<file path="src/irq_ctrl_cfg.svh">
// Register map, field masks, reset values of the interrupt controller.
// Assumes byte-wide registers reached at their printed byte addresses.
//
// Contract
// - Low level enable byte gates host-cmd, UART, FIFO, DMA, counters; bit 3 reserved.
// - High level enable byte gates key engine, PWM, radio; bits 4..0 reserved.
// - Edge enable byte gates routed pins, tick, wakeup, GPIO; bits 7,1,0 reserved.
// - No request reaches the processor unless global control bit 0 is one; here it gates cpu_irq_o and pick_o only, ctl_irq_o ignores it.
// - Global control bit 1 is stored but never affects delivery.
// - One priority bit per source over three bytes; one means high.
// - Simultaneous enabled requests present high priority ahead of low.
// - A request sets the source flag in the read-only source bytes.
// - Source bytes form one 24-bit word matching enable bit positions.
// - Writing one to an edge flag in the top byte clears it.
// - Level flags follow the peripheral status; source-byte writes never clear them.
// - Twenty-four source positions: sixteen level type, eight edge type; nine reserved.
`ifndef IRQ_CTRL_CFG_SVH
`define IRQ_CTRL_CFG_SVH

`define ADDR_W          12
`define DATA_W          8
`define NUM_SRC         24
`define NUM_LEVEL       16
`define NUM_EDGE        8
`define IDX_W           5

`define ADDR_EN_LO      12'h640
`define ADDR_EN_HI      12'h641
`define ADDR_EN_EDGE    12'h642
`define ADDR_GLOBAL     12'h643
`define ADDR_PRIO0      12'h644
`define ADDR_PRIO1      12'h645
`define ADDR_PRIO2      12'h646
`define ADDR_FLAG0      12'h648
`define ADDR_FLAG1      12'h649
`define ADDR_FLAG2      12'h64A
`define ADDR_EV_STATUS  12'h64C
`define ADDR_EV_CLEAR   12'h64D
`define ADDR_EV_ENABLE  12'h64E

`define VALID_SRC_MASK  24'h7C_E0_F7
`define GLOBAL_MASK     8'h03
`define GLOBAL_EN_BIT   0
`define EV_MASK         8'h07
`define EV_OVERRUN_BIT  0
`define EV_UNMAPPED_BIT 1
`define EV_PRIO_WR_BIT  2

`define RST_BYTE        8'h00
`define RST_SRC         24'h00_00_00
`define RST_IDX         5'h00

`endif

</file>
<file path="src/irq_ctrl_pkg.sv">
// Types shared by the interrupt controller and its surroundings.
// Assumes the constants header is included by every user.
`include "irq_ctrl_cfg.svh"

package irq_ctrl_pkg;

  // One register port access
  typedef struct packed {
    logic [`ADDR_W-1:0] addr;
    logic [`DATA_W-1:0] wdata;
    logic               wr;
    logic               rd;
  } reg_req_s;

  // Peripheral request lines, edge group on top
  typedef struct packed {
    logic [`NUM_EDGE-1:0]  edge_req;
    logic [`NUM_LEVEL-1:0] level_req;
  } src_s;

  // Presented request toward the core
  typedef struct packed {
    logic              valid;
    logic              high;
    logic [`IDX_W-1:0] index;
  } irq_pick_s;

endpackage

</file>
<file path="src/irq_ctrl.sv">
// Interrupt controller: 24 source flags, enables, priority, core request.
// Assumes request lines and register port are synchronous to ref_clk_i.
//
// The strobed register port is this design's own decision.
`timescale 1ns/100ps
`include "irq_ctrl_cfg.svh"

module irq_ctrl (
  // Clock and reset
  input  wire logic                     ref_clk_i,
  input  wire logic                     reset_n_i,
  // Register port
  input  wire irq_ctrl_pkg::reg_req_s   bus_i,
  output logic [`DATA_W-1:0]            rdata_o,
  // Peripheral requests
  input  wire irq_ctrl_pkg::src_s       src_i,
  // Core request
  output logic                          cpu_irq_o,
  output irq_ctrl_pkg::irq_pick_s       pick_o,
  // Controller own event interrupt
  output logic                          ctl_irq_o
);

  // ----------------------------------------------------------------
  // Constants
  // ----------------------------------------------------------------
  // Reserved positions carry no source; every path that can set an
  // enable or a flag goes through this mask, so software reads zeros.
  localparam logic [`NUM_SRC-1:0]   VALID_MASK = `VALID_SRC_MASK;
  localparam logic [`NUM_LEVEL-1:0] LEVEL_MASK =
    VALID_MASK[`NUM_LEVEL-1:0];
  localparam logic [`NUM_EDGE-1:0]  EDGE_MASK  =
    VALID_MASK[`NUM_SRC-1:`NUM_LEVEL];

  // ----------------------------------------------------------------
  // Helpers
  // ----------------------------------------------------------------
  // Lowest index set in a 24-bit vector, with a found flag
  function automatic logic [`IDX_W:0] first_set(
    input logic [`NUM_SRC-1:0] vec
  );
    logic [`IDX_W:0] res;
    res = {1'b0, `RST_IDX};
    for (int i = `NUM_SRC - 1; i >= 0; i--) begin
      if (vec[i]) begin
        res = {1'b1, i[`IDX_W-1:0]};
      end
    end
    return res;
  endfunction

  // Address match, a function so every write decode reads alike
  function automatic logic hit(
    input logic [`ADDR_W-1:0] a,
    input logic [`ADDR_W-1:0] b
  );
    return a == b;
  endfunction

  // ----------------------------------------------------------------
  // Configuration registers
  // ----------------------------------------------------------------
  logic [`NUM_SRC-1:0] enable_r;
  logic [`NUM_SRC-1:0] enable_nxt;
  logic [`NUM_SRC-1:0] prio_r;
  logic [`NUM_SRC-1:0] prio_nxt;
  logic [`DATA_W-1:0]  global_r;
  logic [`DATA_W-1:0]  global_nxt;
  logic [`DATA_W-1:0]  ev_enable_r;
  logic [`DATA_W-1:0]  ev_enable_nxt;

  logic                wr_en_lo;
  logic                wr_en_hi;
  logic                wr_en_edge;
  logic                wr_prio0;
  logic                wr_prio1;
  logic                wr_prio2;
  logic                wr_flag2;
  logic                wr_ev_clear;
  logic                wr_global;
  logic                wr_ev_enable;
  logic                mapped;

  assign wr_en_lo    = bus_i.wr && hit(bus_i.addr, `ADDR_EN_LO);
  assign wr_en_hi    = bus_i.wr && hit(bus_i.addr, `ADDR_EN_HI);
  assign wr_en_edge  = bus_i.wr && hit(bus_i.addr, `ADDR_EN_EDGE);
  assign wr_prio0    = bus_i.wr && hit(bus_i.addr, `ADDR_PRIO0);
  assign wr_prio1    = bus_i.wr && hit(bus_i.addr, `ADDR_PRIO1);
  assign wr_prio2    = bus_i.wr && hit(bus_i.addr, `ADDR_PRIO2);
  assign wr_flag2    = bus_i.wr && hit(bus_i.addr, `ADDR_FLAG2);
  assign wr_ev_clear = bus_i.wr && hit(bus_i.addr, `ADDR_EV_CLEAR);
  assign wr_global   = bus_i.wr && hit(bus_i.addr, `ADDR_GLOBAL);
  assign wr_ev_enable = bus_i.wr && hit(bus_i.addr, `ADDR_EV_ENABLE);

  always_comb begin
    mapped = 1'b0;
    unique case (bus_i.addr)
      `ADDR_EN_LO, `ADDR_EN_HI, `ADDR_EN_EDGE, `ADDR_GLOBAL,
      `ADDR_PRIO0, `ADDR_PRIO1, `ADDR_PRIO2,
      `ADDR_FLAG0, `ADDR_FLAG1, `ADDR_FLAG2,
      `ADDR_EV_STATUS, `ADDR_EV_CLEAR, `ADDR_EV_ENABLE: begin
        mapped = 1'b1;
      end
      default: begin
        mapped = 1'b0;
      end
    endcase
  end

  always_comb begin
    enable_nxt    = enable_r;
    prio_nxt      = prio_r;
    global_nxt    = global_r;
    ev_enable_nxt = ev_enable_r;
    if (wr_en_lo) begin
      enable_nxt[7:0] = bus_i.wdata & VALID_MASK[7:0];
    end
    if (wr_en_hi) begin
      enable_nxt[15:8] = bus_i.wdata;
    end
    if (wr_en_edge) begin
      enable_nxt[23:16] = bus_i.wdata;
    end
    // reserved positions never hold an enable
    enable_nxt = enable_nxt & `VALID_SRC_MASK;
    // multi-address bit kept, bit 0 is master enable
    // Byte writes land at the next edge; no write ever waits
    if (wr_global) begin
      global_nxt = bus_i.wdata & `GLOBAL_MASK;
    end
    if (wr_prio0) begin
      prio_nxt[7:0] = bus_i.wdata;
    end
    if (wr_prio1) begin
      prio_nxt[15:8] = bus_i.wdata;
    end
    if (wr_prio2) begin
      prio_nxt[23:16] = bus_i.wdata;
    end
    if (wr_ev_enable) begin
      ev_enable_nxt = bus_i.wdata & `EV_MASK;
    end
  end

  always_ff @(posedge ref_clk_i or negedge reset_n_i) begin
    if (!reset_n_i) begin
      enable_r    <= `RST_SRC;
      prio_r      <= `RST_SRC;
      global_r    <= `RST_BYTE;
      ev_enable_r <= `RST_BYTE;
    end else begin
      enable_r    <= enable_nxt;
      prio_r      <= prio_nxt;
      global_r    <= global_nxt;
      ev_enable_r <= ev_enable_nxt;
    end
  end

  // ----------------------------------------------------------------
  // Source flags
  // ----------------------------------------------------------------
  logic [`NUM_SRC-1:0]  flag_r;
  logic [`NUM_SRC-1:0]  flag_nxt;
  logic [`NUM_EDGE-1:0] edge_prev_r;
  logic [`NUM_EDGE-1:0] edge_rise;
  logic [`NUM_EDGE-1:0] edge_overrun;

  // Lines are taken as synchronous; a one-cycle glitch on a level
  // line shows in its flag for one cycle, no filtering is done here.
  // level flags mirror peripheral status only
  assign flag_nxt[`NUM_LEVEL-1:0] = src_i.level_req & LEVEL_MASK;

  genvar g;
  generate
    for (g = 0; g < `NUM_EDGE; g++) begin : g_edge
      localparam int P = `NUM_LEVEL + g;
      assign edge_rise[g] = src_i.edge_req[g] && !edge_prev_r[g]
                            && EDGE_MASK[g];
      // set wins over a same-cycle write-one clear
      assign flag_nxt[P] = edge_rise[g] ||
                           (flag_r[P] && !(wr_flag2 && bus_i.wdata[g]));
      assign edge_overrun[g] = edge_rise[g] && flag_r[P]
                               && !(wr_flag2 && bus_i.wdata[g]);
    end
  endgenerate

  always_ff @(posedge ref_clk_i or negedge reset_n_i) begin
    if (!reset_n_i) begin
      flag_r      <= `RST_SRC;
      edge_prev_r <= `RST_BYTE;
    end else begin
      flag_r      <= flag_nxt;
      edge_prev_r <= src_i.edge_req;
    end
  end

  // ----------------------------------------------------------------
  // Request toward the core
  // ----------------------------------------------------------------
  logic                    cpu_irq_r;
  logic                    cpu_irq_nxt;
  irq_ctrl_pkg::irq_pick_s pick_r;
  irq_ctrl_pkg::irq_pick_s pick_nxt;
  logic [`NUM_SRC-1:0]     active;
  logic [`IDX_W:0]         hi_sel;
  logic [`IDX_W:0]         lo_sel;
  logic [`NUM_SRC-1:0]     hi_act;
  logic [`NUM_SRC-1:0]     lo_act;

  // Priority only orders the presented source; the core request is
  // the plain OR, so a low source is never held back by a high one.

  always_comb begin
    // flag AND enable, gated by master enable
    active      = flag_r & enable_r & {`NUM_SRC{global_r[`GLOBAL_EN_BIT]}};
    cpu_irq_nxt = |active;
    hi_act      = active & prio_r;
    lo_act      = active & ~prio_r;
    hi_sel      = first_set(hi_act);
    lo_sel      = first_set(lo_act);
    if (hi_sel[`IDX_W]) begin
      pick_nxt.valid = 1'b1;
      pick_nxt.high  = 1'b1;
      pick_nxt.index = hi_sel[`IDX_W-1:0];
    end else begin
      pick_nxt.valid = lo_sel[`IDX_W];
      pick_nxt.high  = 1'b0;
      pick_nxt.index = lo_sel[`IDX_W-1:0];
    end
  end

  always_ff @(posedge ref_clk_i or negedge reset_n_i) begin
    if (!reset_n_i) begin
      cpu_irq_r <= 1'b0;
      pick_r    <= '0;
    end else begin
      cpu_irq_r <= cpu_irq_nxt;
      pick_r    <= pick_nxt;
    end
  end

  assign cpu_irq_o = cpu_irq_r;
  assign pick_o    = pick_r;

  // ----------------------------------------------------------------
  // Controller events
  // ----------------------------------------------------------------
  // Overrun: edge lost in an already set flag. Priority write is
  // flagged because changing priority is discouraged for software.
  logic [`DATA_W-1:0] ev_status_r;
  logic [`DATA_W-1:0] ev_status_nxt;
  logic [`DATA_W-1:0] ev_set;
  logic               ctl_irq_r;
  logic               ctl_irq_nxt;
  logic               overrun_any;
  logic               unmapped_acc;
  logic               prio_wr;

  // Any access outside the map is reported, reads included
  assign overrun_any  = |edge_overrun;
  assign unmapped_acc = (bus_i.wr || bus_i.rd) && !mapped;
  // flag software writing the priority bytes
  assign prio_wr      = wr_prio0 || wr_prio1 || wr_prio2;

  always_comb begin
    ev_set = `RST_BYTE;
    ev_set[`EV_OVERRUN_BIT]  = overrun_any;
    ev_set[`EV_UNMAPPED_BIT] = unmapped_acc;
    ev_set[`EV_PRIO_WR_BIT]  = prio_wr;
    ev_status_nxt = ev_status_r;
    if (wr_ev_clear) begin
      ev_status_nxt = ev_status_nxt & ~bus_i.wdata;
    end
    // Set wins over a same-cycle clear
    ev_status_nxt = (ev_status_nxt | ev_set) & `EV_MASK;
    ctl_irq_nxt   = |(ev_status_nxt & ev_enable_nxt);
  end

  always_ff @(posedge ref_clk_i or negedge reset_n_i) begin
    if (!reset_n_i) begin
      ev_status_r <= `RST_BYTE;
      ctl_irq_r   <= 1'b0;
    end else begin
      ev_status_r <= ev_status_nxt;
      ctl_irq_r   <= ctl_irq_nxt;
    end
  end

  assign ctl_irq_o = ctl_irq_r;

  // ----------------------------------------------------------------
  // Read data
  // ----------------------------------------------------------------
  // Data only in the cycle after a read, zero otherwise, so an idle
  // bus never shows stale register contents.
  logic [`DATA_W-1:0] rdata_r;
  logic [`DATA_W-1:0] rdata_nxt;

  always_comb begin
    rdata_nxt = `RST_BYTE;
    if (bus_i.rd) begin
      unique case (bus_i.addr)
        `ADDR_EN_LO:     rdata_nxt = enable_r[7:0];
        `ADDR_EN_HI:     rdata_nxt = enable_r[15:8];
        `ADDR_EN_EDGE:   rdata_nxt = enable_r[23:16];
        `ADDR_GLOBAL:    rdata_nxt = global_r;
        `ADDR_PRIO0:     rdata_nxt = prio_r[7:0];
        `ADDR_PRIO1:     rdata_nxt = prio_r[15:8];
        `ADDR_PRIO2:     rdata_nxt = prio_r[23:16];
        // flag word in enable bit order
        `ADDR_FLAG0:     rdata_nxt = flag_r[7:0];
        `ADDR_FLAG1:     rdata_nxt = flag_r[15:8];
        `ADDR_FLAG2:     rdata_nxt = flag_r[23:16];
        `ADDR_EV_STATUS: rdata_nxt = ev_status_r;
        `ADDR_EV_ENABLE: rdata_nxt = ev_enable_r;
        default:         rdata_nxt = `RST_BYTE;
      endcase
    end
  end

  always_ff @(posedge ref_clk_i or negedge reset_n_i) begin
    if (!reset_n_i) begin
      rdata_r <= `RST_BYTE;
    end else begin
      rdata_r <= rdata_nxt;
    end
  end

  assign rdata_o = rdata_r;

endmodule

</file>
<file path="config.mk">
export PLATFORM = sky130hd
export DESIGN_NAME = irq_ctrl
export DESIGN_NICKNAME = d
export VERILOG_FILES = /design/src/irq_ctrl_pkg.sv /design/src/irq_ctrl.sv
export VERILOG_INCLUDE_DIRS = /design/src
export SDC_FILE = /design/constraint.sdc
export NUM_CORES = 1
export LEC_CHECK = 0
export BUFFER_PORTS_ARGS = -buffer_cell sky130_fd_sc_hd__buf_4
export CORE_MARGIN = 3
export CORE_UTILIZATION = 61
export CTS_CLUSTER_DIAMETER = 200
export CTS_CLUSTER_SIZE = 30
export DETAILED_ROUTE_END_ITERATION = 16
export PLACE_DENSITY_LB_ADDON = 0.15
export SYNTH_ARGS = -nofsm -noshare
export SYNTH_HDL_FRONTEND = slang
export SYNTH_SLANG_ARGS = --single-unit
</file>
<file path="constraint.sdc">
create_clock -name ref_clk_i -period 5.1 [get_ports ref_clk_i]
set_input_delay 0.255 -clock ref_clk_i [delete_from_list [all_inputs] [get_ports ref_clk_i]]
set_output_delay 0.255 -clock ref_clk_i [all_outputs]
set_load 0.03 [all_outputs]
</file>
# Word level (Yosys, flattened, before mapping)

Index checks and enable logic that the tools add are counted.

Bits in registers: 94
Bits of input ports: 48
Output and inout bits: 17
Word-level logic and storage cells: 161

Equality and inequality tests: 13
Multiplexer cells: 54
Bitwise gates (word level): 9
Reduce and logical (&&, ||, !) cells: 68

Operator list:

| kind                   | number |
|---|---|
| $mux W6                | 48 |
| $eq A12 B11 Y1 const B | 13 |
| $pmux W8 S12           | 1 |
| $and A24 B24 Y24       | 3 |
| $logic_and A1 B1 Y1    | 42 |
| $and A24 B23 Y24       | 1 |
| $not A24 Y24           | 1 |
| $reduce_or A24 Y1      | 1 |
| $mux W8                | 2 |
| $logic_not A1 Y1       | 14 |
| $reduce_or A13 Y1      | 1 |
| $and A3 B8 Y8          | 1 |
| $logic_or A1 B1 Y1     | 8 |
| $reduce_or A8 Y1       | 1 |
| $mux W7                | 1 |
| $reduce_or A5 Y1       | 1 |
| $and A3 B3 Y3          | 1 |
| $mux W3                | 1 |
| $not A3 Y3             | 1 |
| $or A3 B3 Y3           | 1 |
| $mux W1                | 1 |

# Depth between registers and ports, before layout

Word-level depth: 28
Gate-level depth with buffers: 9
Mapped depth without buffers: 6

# Worst setup path before layout

OpenSTA, ideal clock, no wires.

Path kind: input to register
From: input port bus_i[15] in the netlist's numbering
To: register ctl_irq_r (netlist: ctl_irq_o)
Library setup time: 0.126 ns
Arrival: 2.258 ns
Data required time: 4.974 ns
Path slack: 2.716 ns
Cell stages on the path: 6
Buffers on the path: 1
Cell sequence: or4b_4 buf_6 o41ai_2 o22ai_1 or4_4 a221o_1

Cells in the longest elaborated chain, start to end: 9
Elaborated cells on any way between the ends: 46
Those cells by class: eq/ne (13); mux (3); bitwise (2); reduce/logical (28)

RTL lines:

| item                 | line            | source |
|---|---|---|
| from (decl)          | irq_ctrl.sv:13  | `input wire irq_ctrl_pkg::reg_req_s bus_i,` |
| $eq A12 B11 Y1       | irq_ctrl.sv:57  | `return a == b;` |
| $logic_and A1 B1 Y1  | irq_ctrl.sv:90  | `` assign wr_flag2 = bus_i.wr && hit(bus_i.addr, `ADDR_FLAG2); `` |
| $logic_and A1 B1 Y1  | irq_ctrl.sv:183 | `&& !(wr_flag2 && bus_i.wdata[g]);` |
| $logic_not A1 Y1     | irq_ctrl.sv:183 |  |
| $logic_and A1 B1 Y1  | irq_ctrl.sv:183 |  |
| $reduce_or A5 Y1     | irq_ctrl.sv:260 | `assign overrun_any = \|edge_overrun;` |
| $or A3 B3 Y3 (*)     | irq_ctrl.sv:275 | `` ev_status_nxt = (ev_status_nxt \| ev_set) & `EV_MASK; `` |
| via ev_status_nxt[0] | irq_ctrl.sv:251 | `` logic [`DATA_W-1:0] ev_status_nxt; `` |
| $and A3 B8 Y8 (*)    | irq_ctrl.sv:276 | `ctl_irq_nxt = \|(ev_status_nxt & ev_enable_nxt);` |
| $reduce_or A8 Y1 (*) | irq_ctrl.sv:276 |  |
| via ctl_irq_nxt      | irq_ctrl.sv:254 | `logic ctl_irq_nxt;` |
| to (signal assigned) | irq_ctrl.sv:285 | `ctl_irq_r <= ctl_irq_nxt;` |
| to (decl)            | irq_ctrl.sv:253 | `logic ctl_irq_r;` |

The timed path passes the listed nets; every way through them passes the cells marked *.
A chain may end at the register's enable or synchronous reset.

==> impl_metrics.json <==
{
  "slew_headroom": 0.1951,
  "drt-pass1-iter-count": 5,
  "synth_edf_count": 0,
  "fin_ws_ns": 2.415,
  "peakVddDrop_mv": 0.2255,
  "globalplace.congestion": 0.8895,
  "start_util": 0.6315,
  "synth_cell_types": 58,
  "outcome": "finished, final reports clean",
  "avgViaCountPerCell": 6.493,
  "max_cap_viol_count": 0,
  "track_usage": 0.3043,
  "wl_per_cell_um": 20.40,
  "core_area_um2": 6832,
  "fin_tns_setup_ns": 0,
  "htree_levels": 3,
  "setup_viol": 0,
  "cts.sinks": 87,
  "drt.antenna.violating_nets": 0,
  "period_minus_slack_ns": 2.685,
  "fmax_mhz": 372.5,
  "synth_top_cell_area_share": 0.5046,
  "antenna_found_initial": 0,
  "io_pins": 65,
  "async_flop_share": 1.000,
  "rows": 30,
  "synth_most_common_cell": "dfrtp_1",
  "ys_ff_latch": 87,
  "hold_viol_final": 0,
  "grt_pass1_vias": 3633,
  "yosysTopAreaCell": "dfrtp_1",
  "cts_buffers": 9,
  "ys_seq_area_frac": 0.5046,
  "cp-start-kind": "flop",
  "grt_pass1_wl_mm": 19.37,
  "drv_slew": 0,
  "crit_family": "simple AND/OR/NAND/NOR gates",
  "drt-total-wl_mm": 11.79,
  "critPathCaptureType": "flop",
  "finalPower_mw": 1.327,
  "fp.dieH_um": 90.10,
  "skew_ns": 0.008471,
  "cp_slowest_cell": "dfrtp_1",
  "leakage_nw": 2.372,
  "netlist_instances": 408,
  "crit_arrival_ns": 2.95,
  "clock_latency_ns": 0.36,
  "crit_chain": "and4_1, nand3b_1, or4_1, nor2_1, nor3_1, a311oi_1",
  "syn_to_final_growth_pct": 19.84,
  "grt_start_max_net_pins": 88,
  "dieArea_um2": 8117,
  "overflow": 0,
  "hpwl_mm": 8.426,
  "fill_cells": 472,
  "required_ns": 5.36,
  "drive_above_1_share": 0.2593,
  "cts.clk_slew.worst_paths_ns": 0.09,
  "dieWidth_um": 90.10,
  "drcViolationCount": 0,
  "dp_slack_ns": 2.313,
  "grt_setup_unrepaired": "false",
  "path_class": "reg -> reg",
  "synth_area_leaders": "dfrtp_1, mux2_2, nor2_1, nand2_1, nand4_1",
  "drt_iter0_markers": 497,
  "yosysWarnings": 0,
  "cts_root_buf": "clkbuf_8",
  "cts_tree": "yes",
  "nets": 525,
  "critPathMaxStageDelay_ns": 0.77,
  "syn-cell-area_um2": 4314,
  "hold_path_class": "in -> async",
  "power_density_nw_per_um2": 256.8,
  "synth_top_flop_cell": "dfrtp_1",
  "synthTopCellsByCount": "dfrtp_1, mux2_2, nor2_1",
  "critPathMaxFanout": 34,
  "vias": 3753,
  "antenna_cells": 0,
  "cts-resized-gates": 0,
  "worstMarginPinSlew_ns": 1.198,
  "critPathBufInv": 0,
  "avgSynthCellArea_um2": 10.57,
  "clock_path_buffers": 2,
  "synth_fp_nets": 456,
  "io_buffers": 55,
  "finalCritPeriodShare": 0.5264,
  "postCtsSetupRepairBufs": 0
}
cell families (layout without fill, tap and decap cells):
logic type,after synthesis,count (layout),share of synthesized area
AOI/OAI and AO/OA,79,79,0.1352
adders and majority gates,1,1,0.002320
buffers and inverters,16,90,0.01595
DFF,87,87,0.5046
muxes,52,52,0.1346
and+or+nand+nor,173,173,0.2074
flip-flops by register name (all words and copies together) (netlist names):
signal and count:
ev_status_r 3, flag_r 18, enable_r 15, rdata_o 8
edge_prev_r 5, pick_o 7, ctl_irq_o 1, ev_enable_r 3
global_r 2, prio_r 24, cpu_irq_o 1
final cells by class:
cell class / count / area [µm²] / area share
Timing Repair Buffer: 70 / 563.0 / 0.1089
Inverter: 4 / 15.01 / 0.002904
Tap cell: 96 / 120.1 / 0.02323
Sequential cell: 87 / 2177 / 0.4211
Multi-Input combinational cell: 305 / 2068 / 0.4000
Clock buffer: 9 / 123.9 / 0.02396
Clock inverter: 7 / 102.6 / 0.01985
path summary, 6_finish.rpt:
check / startpoint / to / slack [ns] / depth (start not counted)
max: global_r[0] / pick_o[0] / 2.42 / 6
min: reset_n_i / prio_r[17] / 0.09 / 1
max reg2reg: global_r[0] / pick_o[0] / 2.42 / 6
min reg2reg: global_r[1] / global_r[1] / 0.52 / 1
max in group asynchronous: reset_n_i / prio_r[14] / 4.35 / 1
min in group ref_clk_i: bus_i[9] / flag_r[23] / 0.13 / 2
what timing repair did:
item,in CTS,in global routing
endpoints found under the hold margin,15,0
hold buffers,15,0
setup endpoints to repair,0,0
power by group:
part / switching [mW] / internal [mW]
registers: 0.00785 / 0.697
clock network: 0.259 / 0.281
logic: 0.0448 / 0.0381
placed cells by master, fill, tap and decap left out, types with 6 or more instances in the layout:
master and instances:
buf_4 55, o21ai_0 10, a31oi_1 9, nand2_1 37, mux2_2 47, nor2_1 44
nor3_1 12, nor2b_1 6, nand3_1 22, a22oi_1 10, nand4_1 18, nand2b_1 6
clkbuf_8 9, a21oi_1 12, dfrtp_1 87, dlygate4sd3_1 15, a222oi_1 7
per-stage QoR:
step                      instance area (µm²)  hold slack [ns]  std cells    util
after floorplan                          4314         -0.04059        408       -
after global placement                   4793           0.3643        547  0.7016
after detailed placement                 4793           0.3656        547  0.7016
after CTS                                5170           0.1155        578  0.7568
after global routing                     5170           0.1512        578  0.7568
final                                    5170          0.08880        578  0.7568
worst register-to-register path: stages, from the launching register on:
cell and delay (ns):
dfrtp_1 0.77, and4_1 0.47, nand3b_1 0.23, or4_1 0.51
nor2_1 0.26, nor3_1 0.09, a311oi_1 0.25
metal layers:
metal  global-route usage  share of wire  vias to the layer above
met5                    0              0                        -
met4               0.1097          0.028                        0
met3              0.05188          0.069                       28
met2               0.4841           0.48                      185
met1               0.4227           0.42                     1848
li1                     -              -                     1692
No activity file was read; power rests on OpenSTA's default activity.
